$ cat src/rpc_pkg.sv
// Package of constants and types for the reading phase controller
// Behaviour
// Triggered mode: decode only between window-open and window-close events.
// Window events come from sensor inputs or host serial start/stop strings.
// Operating mode is triggered, continuous or package tracking.
// Triggered sub-options: one input, two inputs, or serial strings.
// Single-input: window equals active phase of the start input.
// Good decode: send code, raise good-read event at window end.
// No decode: send no-read message and no-read event at window end.
// A selector picks which numbered physical input starts the cycle.
// Open-active polarity: input active while no current flows.
// Closed-active polarity: input active while current flows.
// Timeout allowed only in serial and single-input sub-options.
// Timeout programmable from 40 to 15000 ms.
// Timeout origin selector; counting from start event is normal.
// Counting from stop: window stays open timeout after stop event.
// Two-input: open on start active, close on stop inactive.
// Extended phase: stop closes window only if start also inactive.
// Inputs synchronised before polarity; timer runs on a 1 ms tick.
// Timeout expiry closes the window and reports as a close event.
`default_nettype none
package rpc_pkg;
  localparam int unsigned CLK_HZ      = 100_000_000;
  localparam int unsigned TICK_MS     = 1;
  localparam int unsigned TICK_CYC    = CLK_HZ / 1000 * TICK_MS;
  localparam logic [13:0] TMO_MIN_MS  = 14'h0028;
  localparam logic [13:0] TMO_MAX_MS  = 14'h3A98;
  localparam logic [13:0] TMO_RST_MS  = 14'h01F4;
  localparam int unsigned NUM_INPUTS  = 4;

  localparam logic [11:0] ADDR_CTRL   = 12'h000;
  localparam logic [11:0] ADDR_INSEL  = 12'h004;
  localparam logic [11:0] ADDR_TMO    = 12'h008;
  localparam logic [11:0] ADDR_STATUS = 12'h00C;
  localparam logic [11:0] ADDR_EVENT  = 12'h010;

  // CTRL field positions
  localparam int unsigned CTRL_MODE_LSB = 0;
  localparam int unsigned CTRL_SUB_LSB  = 2;
  localparam int unsigned CTRL_TMO_EN   = 4;
  localparam int unsigned CTRL_TMO_STOP = 5;
  localparam int unsigned CTRL_EXT      = 6;
  localparam int unsigned CTRL_SPOL     = 7;
  localparam int unsigned CTRL_PPOL     = 8;
  localparam logic [31:0] CTRL_RST      = 32'h0000_0000;
  localparam logic [31:0] INSEL_RST     = 32'h0000_0100;

  typedef enum logic [1:0] {
    RPC_TRIGGERED             = 2'h0,
    RPC_CONTINUOUS            = 2'h1,
    RPC_PACKAGE_TRACKING_MODE = 2'h2
  } rpc_mode_e;

  typedef enum logic [1:0] {
    RPC_ONE_INPUT = 2'h0,
    RPC_TWO_INPUT = 2'h1,
    RPC_SERIAL    = 2'h2
  } rpc_sub_e;

  typedef enum logic [2:0] {
    RPC_IDLE = 3'b001,
    RPC_OPEN = 3'b010,
    RPC_HOLD = 3'b100
  } rpc_state_e;

  typedef struct packed {
    logic open_active;
    logic good;
    logic noread;
  } rpc_result_s;
endpackage
`default_nettype wire

$ cat src/rpc_reading_phase.sv
// Reading phase controller with APB registers
//
// Local design decisions: the register addresses and register access over APB.
`default_nettype none
module rpc_reading_phase #(
  parameter int unsigned TICK_CYC = rpc_pkg::TICK_CYC
) (
  input  wire logic        pclk,
  input  wire logic        presetn,
  input  wire logic        psel,
  input  wire logic        penable,
  input  wire logic        pwrite,
  input  wire logic [11:0] paddr,
  input  wire logic [31:0] pwdata,
  output logic      [31:0] prdata,
  output logic             pready,
  output logic             pslverr,
  input  wire logic [3:0]  sensor_in,
  input  wire logic        serial_start,
  input  wire logic        serial_stop,
  input  wire logic        decode_ok,
  output logic             window_open,
  output logic             good_read,
  output logic             no_read
);
  logic [31:0] ctrl_ff, insel_ff, nxt_ctrl, nxt_insel;
  logic [13:0] tmo_ff, nxt_tmo;
  logic [31:0] prdata_ff, nxt_prdata;
  logic        pslverr_ff, pready_ff;
  logic [3:0]  sync1_ff, sync2_ff;
  logic        stop_act_ff;
  logic [31:0] tick_cnt_ff;
  logic        tick_ff;
  logic [13:0] ms_cnt_ff;
  logic        decoded_ff, good_ff, noread_ff, win_ff;
  logic [1:0]  ev_cnt_good_ff, ev_cnt_no_ff;
  rpc_pkg::rpc_state_e state_ff, nxt_state;

  // APB decode
  wire access  = psel && penable;
  wire wr      = access && pwrite;
  wire hit_c   = paddr == rpc_pkg::ADDR_CTRL;
  wire hit_i   = paddr == rpc_pkg::ADDR_INSEL;
  wire hit_t   = paddr == rpc_pkg::ADDR_TMO;
  wire hit_s   = paddr == rpc_pkg::ADDR_STATUS;
  wire hit_e   = paddr == rpc_pkg::ADDR_EVENT;
  wire mapped  = hit_c | hit_i | hit_t | hit_s | hit_e;
  // Out-of-range timeout writes are clamped into 40..15000 ms
  // Whole word compared so large values clamp instead of wrapping
  wire [31:0] wtmo = pwdata;
  wire [13:0] clamp_tmo = (wtmo < {18'h0, rpc_pkg::TMO_MIN_MS}) ?
                          rpc_pkg::TMO_MIN_MS :
                          (wtmo > {18'h0, rpc_pkg::TMO_MAX_MS}) ?
                          rpc_pkg::TMO_MAX_MS : wtmo[13:0];

  assign nxt_ctrl  = (wr && hit_c) ? {23'h0, pwdata[8:0]} : ctrl_ff;
  assign nxt_insel = (wr && hit_i) ?
                     {22'h0, pwdata[9:8], 6'h0, pwdata[1:0]} : insel_ff;
  assign nxt_tmo   = (wr && hit_t) ? clamp_tmo : tmo_ff;

  wire rpc_pkg::rpc_mode_e mode =
    rpc_pkg::rpc_mode_e'(ctrl_ff[rpc_pkg::CTRL_MODE_LSB +: 2]);
  wire rpc_pkg::rpc_sub_e sub =
    rpc_pkg::rpc_sub_e'(ctrl_ff[rpc_pkg::CTRL_SUB_LSB +: 2]);
  wire tmo_stop = ctrl_ff[rpc_pkg::CTRL_TMO_STOP];
  wire ext_ph   = ctrl_ff[rpc_pkg::CTRL_EXT];
  wire [1:0] start_sel = insel_ff[1:0];
  wire [1:0] stop_sel  = insel_ff[9:8];

  wire [31:0] status_word = {26'h0, state_ff, decoded_ff, win_ff, 1'b0};
  wire [31:0] event_word  = {28'h0, ev_cnt_no_ff, ev_cnt_good_ff};
  assign nxt_prdata = hit_c ? ctrl_ff :
                      hit_i ? insel_ff :
                      hit_t ? {18'h0, tmo_ff} :
                      hit_s ? status_word :
                      hit_e ? event_word : 32'h0000_0000;

  // Polarity after sync: raw high means current flows
  wire start_raw = sync2_ff[start_sel];
  wire stop_raw  = sync2_ff[stop_sel];
  wire start_act = ctrl_ff[rpc_pkg::CTRL_SPOL] ? start_raw
                                               : ~start_raw;
  wire stop_act  = ctrl_ff[rpc_pkg::CTRL_PPOL] ? stop_raw : ~stop_raw;
  // Falling edge only: an idle stop sensor must not end a fresh window
  wire stop_fall = stop_act_ff && !stop_act;

  wire trig_mode = mode == rpc_pkg::RPC_TRIGGERED;
  wire tmo_ok    = ctrl_ff[rpc_pkg::CTRL_TMO_EN] &&
                   (sub == rpc_pkg::RPC_ONE_INPUT ||
                    sub == rpc_pkg::RPC_SERIAL);
  // Open and close events per sub-option
  wire open_ev  = trig_mode &&
                  ((sub == rpc_pkg::RPC_SERIAL) ? serial_start :
                   start_act);
  wire close_ev = (sub == rpc_pkg::RPC_SERIAL)    ? serial_stop :
                  (sub == rpc_pkg::RPC_ONE_INPUT) ? ~start_act :
                  (ext_ph ? (~stop_act && ~start_act)
                          : stop_fall);
  wire tmo_hit  = tmo_ok && tick_ff && (ms_cnt_ff + 14'h0001 >= tmo_ff);
  wire ms_from_start = tmo_ok && !tmo_stop && state_ff == rpc_pkg::RPC_OPEN;

  always_comb begin
    nxt_state = state_ff;
    unique case (state_ff)
      rpc_pkg::RPC_IDLE: if (open_ev) nxt_state = rpc_pkg::RPC_OPEN;
      rpc_pkg::RPC_OPEN: begin
        if (!trig_mode) nxt_state = rpc_pkg::RPC_IDLE;
        else if (ms_from_start && tmo_hit)
          nxt_state = rpc_pkg::RPC_IDLE;
        else if (close_ev)
          nxt_state = (tmo_ok && tmo_stop) ? rpc_pkg::RPC_HOLD
                                           : rpc_pkg::RPC_IDLE;
      end
      rpc_pkg::RPC_HOLD: if (tmo_hit || !trig_mode)
        nxt_state = rpc_pkg::RPC_IDLE;
      default: nxt_state = rpc_pkg::RPC_IDLE;
    endcase
  end

  wire closing = state_ff != rpc_pkg::RPC_IDLE &&
                 nxt_state == rpc_pkg::RPC_IDLE;
  // Continuous and tracking modes acquire freely
  wire nxt_win = (nxt_state != rpc_pkg::RPC_IDLE) || !trig_mode;
  wire restart = (state_ff == rpc_pkg::RPC_IDLE) ||
                 (state_ff == rpc_pkg::RPC_OPEN &&
                  nxt_state == rpc_pkg::RPC_HOLD);

  always_ff @(posedge pclk or negedge presetn) begin
    if (!presetn) begin
      ctrl_ff    <= rpc_pkg::CTRL_RST;
      insel_ff   <= rpc_pkg::INSEL_RST;
      tmo_ff     <= rpc_pkg::TMO_RST_MS;
      prdata_ff  <= 32'h0000_0000;
      pready_ff  <= 1'b0;
      pslverr_ff <= 1'b0;
    end else begin
      ctrl_ff    <= nxt_ctrl;
      insel_ff   <= nxt_insel;
      tmo_ff     <= nxt_tmo;
      prdata_ff  <= (psel && !penable && !pwrite) ? nxt_prdata : prdata_ff;
      pready_ff  <= psel && !penable;
      pslverr_ff <= psel && !penable && !mapped;
    end
  end

  always_ff @(posedge pclk or negedge presetn) begin
    if (!presetn) begin
      sync1_ff    <= 4'h0;
      sync2_ff    <= 4'h0;
      stop_act_ff <= 1'b0;
    end else begin
      sync1_ff    <= sensor_in;
      sync2_ff    <= sync1_ff;
      stop_act_ff <= stop_act;
    end
  end

  always_ff @(posedge pclk or negedge presetn) begin
    if (!presetn) begin
      tick_cnt_ff <= 32'h0000_0000;
      tick_ff     <= 1'b0;
    end else begin
      tick_ff     <= tick_cnt_ff == TICK_CYC - 1;
      tick_cnt_ff <= (tick_cnt_ff == TICK_CYC - 1) ? 32'h0000_0000
                                                   : tick_cnt_ff + 32'h1;
    end
  end

  always_ff @(posedge pclk or negedge presetn) begin
    if (!presetn) begin
      state_ff   <= rpc_pkg::RPC_IDLE;
      ms_cnt_ff  <= 14'h0000;
      decoded_ff <= 1'b0;
      win_ff     <= 1'b0;
      good_ff    <= 1'b0;
      noread_ff  <= 1'b0;
    end else begin
      state_ff  <= nxt_state;
      win_ff    <= nxt_win;
      ms_cnt_ff <= restart ? 14'h0000 :
                   tick_ff ? ms_cnt_ff + 14'h0001 : ms_cnt_ff;
      // Decode is only counted while the window is open
      decoded_ff <= (state_ff == rpc_pkg::RPC_IDLE) ? 1'b0 :
                    (decoded_ff | (decode_ok & win_ff));
      good_ff   <= closing && (decoded_ff | (decode_ok & win_ff));
      noread_ff <= closing && !(decoded_ff | (decode_ok & win_ff));
    end
  end

  // Saturating event counters for software visibility
  always_ff @(posedge pclk or negedge presetn) begin
    if (!presetn) begin
      ev_cnt_good_ff <= 2'h0;
      ev_cnt_no_ff   <= 2'h0;
    end else begin
      ev_cnt_good_ff <= (good_ff && ev_cnt_good_ff != 2'h3) ?
                        ev_cnt_good_ff + 2'h1 : ev_cnt_good_ff;
      ev_cnt_no_ff   <= (noread_ff && ev_cnt_no_ff != 2'h3) ?
                        ev_cnt_no_ff + 2'h1 : ev_cnt_no_ff;
    end
  end

  assign prdata      = prdata_ff;
  assign pready      = pready_ff;
  assign pslverr     = pslverr_ff;
  assign window_open = win_ff;
  assign good_read   = good_ff;
  assign no_read     = noread_ff;

  result_excl_a: assert property (@(posedge pclk) disable iff (!presetn)
    !(good_read && no_read))
    else $error("good and no read together");
  result_at_close_a: assert property (@(posedge pclk)
    disable iff (!presetn)
    (good_read || no_read) |-> trig_mode && $past(closing))
    else $error("result without window close");
  win_trig_a: assert property (@(posedge pclk) disable iff (!presetn)
    (trig_mode && state_ff == rpc_pkg::RPC_IDLE &&
     $past(state_ff) == rpc_pkg::RPC_IDLE) |-> !window_open)
    else $error("window open outside phase");
  one_in_close_a: assert property (@(posedge pclk)
    disable iff (!presetn)
    (state_ff == rpc_pkg::RPC_OPEN && sub == rpc_pkg::RPC_ONE_INPUT &&
     !tmo_ok && trig_mode && !start_act) |=> state_ff == rpc_pkg::RPC_IDLE)
    else $error("single input window not closed");
  ext_hold_a: assert property (@(posedge pclk) disable iff (!presetn)
    (state_ff == rpc_pkg::RPC_OPEN && sub == rpc_pkg::RPC_TWO_INPUT &&
     ext_ph && start_act && trig_mode) |=> state_ff == rpc_pkg::RPC_OPEN)
    else $error("extended phase closed early");
  two_close_a: assert property (@(posedge pclk) disable iff (!presetn)
    (state_ff == rpc_pkg::RPC_OPEN && sub == rpc_pkg::RPC_TWO_INPUT &&
     !ext_ph && stop_fall && trig_mode) |=> state_ff == rpc_pkg::RPC_IDLE)
    else $error("two input stop ignored");
  tmo_range_a: assert property (@(posedge pclk) disable iff (!presetn)
    tmo_ff >= rpc_pkg::TMO_MIN_MS && tmo_ff <= rpc_pkg::TMO_MAX_MS)
    else $error("timeout out of range");
  no_hold_a: assert property (@(posedge pclk) disable iff (!presetn)
    (state_ff == rpc_pkg::RPC_HOLD) |-> tmo_ok && tmo_stop)
    else $error("hold without stop timeout");
  hold_end_a: assert property (@(posedge pclk) disable iff (!presetn)
    (state_ff == rpc_pkg::RPC_HOLD && tmo_hit) |=> !window_open || !trig_mode)
    else $error("hold timeout did not close");
  open_serial_a: assert property (@(posedge pclk) disable iff (!presetn)
    (state_ff == rpc_pkg::RPC_IDLE && trig_mode &&
     sub == rpc_pkg::RPC_SERIAL && serial_start) |=> window_open)
    else $error("serial start did not open");
endmodule
`default_nettype wire

$ cat config.mk
export PLATFORM = sky130hd
export DESIGN_NAME = rpc_reading_phase
export DESIGN_NICKNAME = d
export VERILOG_FILES = /design/src/rpc_pkg.sv /design/src/rpc_reading_phase.sv
export SDC_FILE = /design/constraint.sdc
export NUM_CORES = 1
export LEC_CHECK = 0
export BUFFER_PORTS_ARGS = -buffer_cell sky130_fd_sc_hd__clkbuf_2
export CAP_MARGIN = 5
export CORE_MARGIN = 2
export CORE_UTILIZATION = 57
export CTS_CLUSTER_SIZE = 12
export DETAILED_ROUTE_END_ITERATION = 10
export GPL_TIMING_DRIVEN = 0
export PLACE_DENSITY = 0.81
export SLEW_MARGIN = 20
export SYNTH_ARGS = -nofsm -noshare
export SYNTH_HDL_FRONTEND = slang
export SYNTH_SLANG_ARGS = --single-unit
export TNS_END_PERCENT = 100
$ cat constraint.sdc
create_clock -name pclk -period 4.5 [get_ports pclk]
set_input_delay 0.9 -clock pclk [delete_from_list [all_inputs] [get_ports pclk]]
set_output_delay 0.9 -clock pclk [all_outputs]
set_load 0.01 [all_outputs]
==> results.cfg, run 1 <==
[outcome]
status = complete, no violations

[drt]
finalWirelength_mm = 12.3
drc = 0
drt_iter0_markers = 266
vias = 4446
avgViaCountPerCell = 5.64
detail_route.wl_per_cell_microns = 15.6
drt_pass1_iterations = 5
drt.antenna.violating_nets = 0

[yosys]
synth.top_cells.by_area = dfrtp_1, xor2_1, xnor2_1
avgSynthCellArea_sq_um = 10.5
syn-instance-count = 547
synth_top_area_cell = dfrtp_1
synth_edf_count = 0
synth_ff_type = dfrtp_1
synth_top_cell_area_share_pct = 44.3
synth-seq-cells = 110
yosysSeqAreaShare_pct = 48.0
synth_warnings = 0
ys_async_sr_fraction_pct = 100
synth_cell_types = 70
syn_area_sq_um = 5760

[floorplanning]
core_sq_um = 9770
initial_core_util_pct = 58.9
dieArea_sq_um = 10900
die_x_microns = 105
rows = 36
die_h_microns = 105
io_pins = 93

[timing]
tightest_slew_ns = 0.711
rsz0062_at_grt = false
worst_slack_ns = 0.905
final.min_clock_period_ns = 3.60
hold_violations = 0
finalSetupViolCount = 0
final.period_utilization_pct = 79.9
setup_tns_ns = 0
relSlewSlack_pct = 52.4
fmax_mhz = 278
finalMaxSlewViolations = 0
fin_skew_ns = 0.00753

[placement]
dp_slack_ns = 1.00
gp_congestion = 0.912
hpwl_mm = 9.50
portBuffers = 74

[clock_network]
cts_setup_buffers = 0
cts_root_buffer = clkbuf_8
tritoncts = yes
path_clk_slew_ns = 0.10
clock_latency_ns = 0.37
htree_levels = 3
cts-hold-fix-buffers = 0
cts.path.max_buffers = 2
cts_num_sinks = 110
cts_buffers = 9
cts_resized = 0

[critical_path]
crit_family = simple AND/OR/NAND/NOR gates
cp-start-kind = register
path_cells = ha_1, and3_1, and3_1, clkbuf_1, and3_1, nand2_1, xnor2_1, ha_1, and3_1, a221oi_1, o32ai_1, a221o_1, and3_1
critPathBufInv = 1
slowest_stage = dfrtp_1
critical_path_class = register to register
cpPeakStageDelay_ns = 0.46
end_kind = register
arrival_ns = 3.86
path_common_cell = and3_1
path_max_fanout = 6
worstPathRequired_ns = 4.77

[job]
cap_violations = 0

[finish]
syn_to_final_growth_pct = 15.1
multi_input_area_sq_um = 2790
fillerInstances = 766
final_layout_size_suffix_gt1_share_pct = 24.9
layout.nets = 724
regArea_sq_um = 2760
num_antenna_cells = 0

[global_routing]
antenna_found_initial = 0
grt_overflow = 0
grt_pass1_vias = 4423
grt_max_degree = 70
grt_usage_pct = 23.9
grt_pass1_wl_mm = 21.0

[power_and_ir_drop]
total_power_mw = 2.06
vdd.ir_drop.worst_mv = 0.167
p_per_area_nw_per_um2 = 311
p_leak_nw = 3.20

[worst_hold_path]
hold_path_class = register to register
## cells by family after synthesis
group | share of synthesized area (%)
xor+xnor | 9.08
simple gates | 19.7
compound gates | 10.3
fa+ha+maj | 3.91
other cells | 0.0651
mux | 4.26
buf+inv | 4.74
flops | 48.0
## per-stage QoR
step	hold WS [ns]	cell area, sq um	util, %	std cells
floorplan	0.331	5820	-	564
global placement	0.338	6360	65.1	771
detailed placement	0.337	6400	65.4	772
CTS	0.358	6630	67.8	788
global route	0.367	6630	67.8	788
finish	0.355	6630	67.8	788
## per-layer routing
layer  up-vias  share of wire (%)  global-route usage (%)
met2       173                 49                    39.3
met4         0                2.0                    7.43
met5         -                  0                       0
li1       2115                  -                       -
met3        26                7.2                    6.08
met1      2132                 42                    31.1
## worst paths after layout
check                      cells after the start  slack [ns]         start                end
max                                           13        0.90  ms_cnt_ff[0]            no_read
min                                            0        0.36   sync1_ff[0]        sync2_ff[0]
max reg2reg                                   13        0.90  ms_cnt_ff[0]            no_read
min reg2reg                                    0        0.36   sync1_ff[0]        sync2_ff[0]
max in group asynchronous                      2        3.40       presetn          tmo_ff[8]
min in group asynchronous                      1        0.43       presetn  ev_cnt_good_ff[1]
## area by class of cell
| type | count | share of cell area, % |
|---|---|---|
| clock inverter | 4 | 1.17 |
| timing repair buffer | 75 | 6.13 |
| multi-input combinational | 404 | 42.1 |
| sequential | 110 | 41.7 |
| clock buffer | 12 | 2.34 |
| tap | 133 | 2.51 |
| inverter | 19 | 1.08 |
| buffer | 31 | 3.04 |
## power by group
part | internal [mW] | total, mW | switching [mW]
combinational | 0.136 | 0.299 | 0.164
clock | 0.348 | 0.673 | 0.325
sequential | 1.04 | 1.09 | 0.0452
total | 1.53 | 2.06 | 0.535
## sequential cells by signal, indices dropped and copies added (netlist names), 2 cells and up
signal,cells
insel_ff,4
sync1_ff,4
prdata,14
ms_cnt_ff,14
ev_cnt_no_ff,2
ctrl_ff,9
state_ff,3
ev_cnt_good_ff,2
tick_cnt_ff,32
tmo_ff,14
sync2_ff,4
## placed cells by master (no fill, tap or decap), drive strengths merged, types with 3 or more instances in the layout
| cell | Yosys | final |
|---|---|---|
| nand2b | 9 | 9 |
| a21oi | 14 | 14 |
| xor2 | 30 | 30 |
| buf | 22 | 23 |
| dfrtp | 102 | 102 |
| o22ai | 4 | 4 |
| nor4 | 16 | 16 |
| o211ai | 3 | 3 |
| nor2 | 46 | 46 |
| conb | 1 | 18 |
| or4 | 3 | 3 |
| a22oi | 4 | 4 |
| and3 | 14 | 14 |
| o31ai | 4 | 4 |
| ha | 18 | 18 |
| nor2b | 5 | 5 |
| and2b | 3 | 3 |
| mux2 | 14 | 14 |
| clkbuf | 9 | 95 |
| nand3 | 16 | 16 |
| nand2 | 57 | 57 |
| o21ai | 23 | 23 |
| xnor2 | 28 | 28 |
| nand4 | 15 | 15 |
| a22o | 6 | 6 |
| inv | 19 | 20 |
| nor3 | 8 | 8 |
| and2 | 3 | 3 |
| a2bb2oi | 4 | 4 |
| dfstp | 8 | 8 |
| a222oi | 3 | 3 |
| mux2i | 3 | 3 |
## Yosys cell counts (15+ instances only)
master   instances
dfrtp_1        102
nand2_1         57
nor2_1          35
xor2_1          29
xnor2_1         27
o21ai_0         21
buf_4           19
inv_1           19
ha_1            18
nand3_1         16
nand4_1         15
Note: power is estimated with default switching activity, not from simulation.
==> inputs of run 2 (changes only) <==
Settings changed: CORE_UTILIZATION 57 to 51, PLACE_DENSITY 0.81 to 0.77.
Clock period 4.5 ns to 3 ns, I/O delays scaled along.
==> run 2 against run 1 <==
The run now ends with setup timing left. Register-to-register slack got worse by 0.91 ns. Worst hold slack got worse by 0.19 ns. Wire length increased by 6.4%. Critical path type unchanged. Critical endpoint is now good_read.
==> results.cfg, run 2 (synthesized netlist as in run 1, its figures left out) <==
[critical_path]
path_max_fanout = 4
worst-r2r-cell-count = 12
cpPeakStageDelay_ns = 0.43
slowest_stage = dfrtp_2
cp-start-kind = register
crit_cells = 12
timing.rr.end = good_read
end_kind = register
path_common_cell = and3_4
critPathBufInv = 0
arrival_ns = 3.23
crit_family = simple AND/OR/NAND/NOR gates
critical_path_class = register to register
cp-startpoint = ms_cnt_ff[0]
worstPathRequired_ns = 3.23
reg2reg_slack_ns = -0.005
rr_startpoint = ms_cnt_ff[0]
path_cells = ha_4, and3_4, and3_4, and3_4, nand2_2, xnor2_1, ha_1, and3_4, a221oi_4, o32ai_4, a221o_1, and2_1
endpoint = good_read

[finish]
num_antenna_cells = 0
final_layout_size_suffix_gt1_share_pct = 28.7
fillerInstances = 889
final_common_cell = dfrtp_1
top_register = tick_cnt_ff
syn_to_final_growth_pct = 19.4
largest_reg_flops = 32
layout.nets = 734
fin_area_sq_um = 6880
layout_common_cells = dfrtp_1, clkbuf_2, nand2_1, nor2_1

[timing]
final.min_clock_period_ns = 3.00
whs_ns = 0.162
finalSetupViolCount = 2
tightest_slew_ns = 0.575
finalMaxSlewViolations = 0
fin_skew_ns = 0.00689
fmax_mhz = 333
final.period_utilization_pct = 100
worst_slack_ns = -0.00454
relSlewSlack_pct = 61.4
hold_violations = 0
setup_tns_ns = -0.00854
rsz0062_at_grt = true

[clock_network]
cts_root_buffer = clkbuf_16
cts.path.max_buffers = 2
cts_num_sinks = 110
path_clk_slew_ns = 0.07
tritoncts = yes
cts-hold-fix-buffers = 0
clock_latency_ns = 0.34
htree_levels = 3
cts_buffers = 9

[drt]
finalWirelength_mm = 13.1
vias = 4521
drt.antenna.violating_nets = 0
drt_iter0_markers = 240
drc = 0
avgViaCountPerCell = 5.62
detail_route.wl_per_cell_microns = 16.3
drt_pass1_iterations = 7

[power_and_ir_drop]
p_leak_nw = 3.28
p_per_area_nw_per_um2 = 467
vdd.ir_drop.worst_mv = 0.328

[worst_hold_path]
hold_path_class = input pin to async pin

[floorplanning]
dieArea_sq_um = 12200
die_h_microns = 110
die_x_microns = 110
rows = 38
initial_core_util_pct = 52.7
io_pins = 93
core_sq_um = 10900

[global_routing]
grt_usage_pct = 22.3
grt_pass1_wl_mm = 20.9
grt_max_degree = 75
grt_pass1_vias = 4395
grt_overflow = 0
antenna_found_initial = 0

[job]
cap_violations = 0

[placement]
place_area_sq_um = 6430
portBuffers = 74
hpwl_mm = 9.82
gp_congestion = 0.957

[outcome]
status = finished with violations
violations = setup timing
run 2: where the power goes:
part	internal, mW	total (mW)	switching [mW]
Clock	0.589	1.10	0.512
Combinational	0.213	0.474	0.261
Sequential	1.56	1.64	0.0708
run 2: area by class of cell:
| class | count | area [sq um] | share of cell area, % |
|---|---|---|---|
| timing repair buffer | 86 | 493 | 7.17 |
| multi-input combinational | 404 | 2900 | 42.2 |
| clock buffer | 13 | 250 | 3.64 |
| clock inverter | 3 | 21.3 | 0.309 |
| sequential | 110 | 2770 | 40.2 |
| tap | 140 | 175 | 2.55 |
| buffer | 30 | 198 | 2.87 |
| inverter | 19 | 71.3 | 1.04 |
run 2: repair_timing:
| action | CTS | global route |
|---|---|---|
| buffers inserted | 9 | 2 |
| gates resized for setup | 9 | 13 |
| pin swaps | 5 | 4 |
| setup endpoints to repair | 6 | 3 |
run 2: how the worst min path moves through the flow:
stage	startpoint	to	slack (ns)
finish	presetn	prdata[3]	0.16
CTS	presetn	pready	0.17
global route	presetn	prdata[0]	0.18
detailed placement	sync1_ff[2]	sync2_ff[2]	0.34
global placement	sync1_ff[0]	sync2_ff[0]	0.34
floorplan	presetn	ctrl_ff[0]	0.30
run 2: per-layer routing:
metal  track usage (%)  wire, microns
met3              4.76           1040
met4              7.14            364
met2              38.3           6430
met1              28.2           5260
met5                 0              0
run 2: per-stage QoR:
stage	total power [mW]	std cells	setup slack, ns	utilization (%)
2_1_floorplan	1.94	564	0.0207	-
3_5_place_dp	2.13	779	-0.329	58.8
4_1_cts	3.22	803	0.00177	62.1
6_report	3.21	805	-0.00454	62.9
3_3_place_gp	2.09	778	-0.248	58.4
5_1_grt	3.35	805	-0.107	62.9
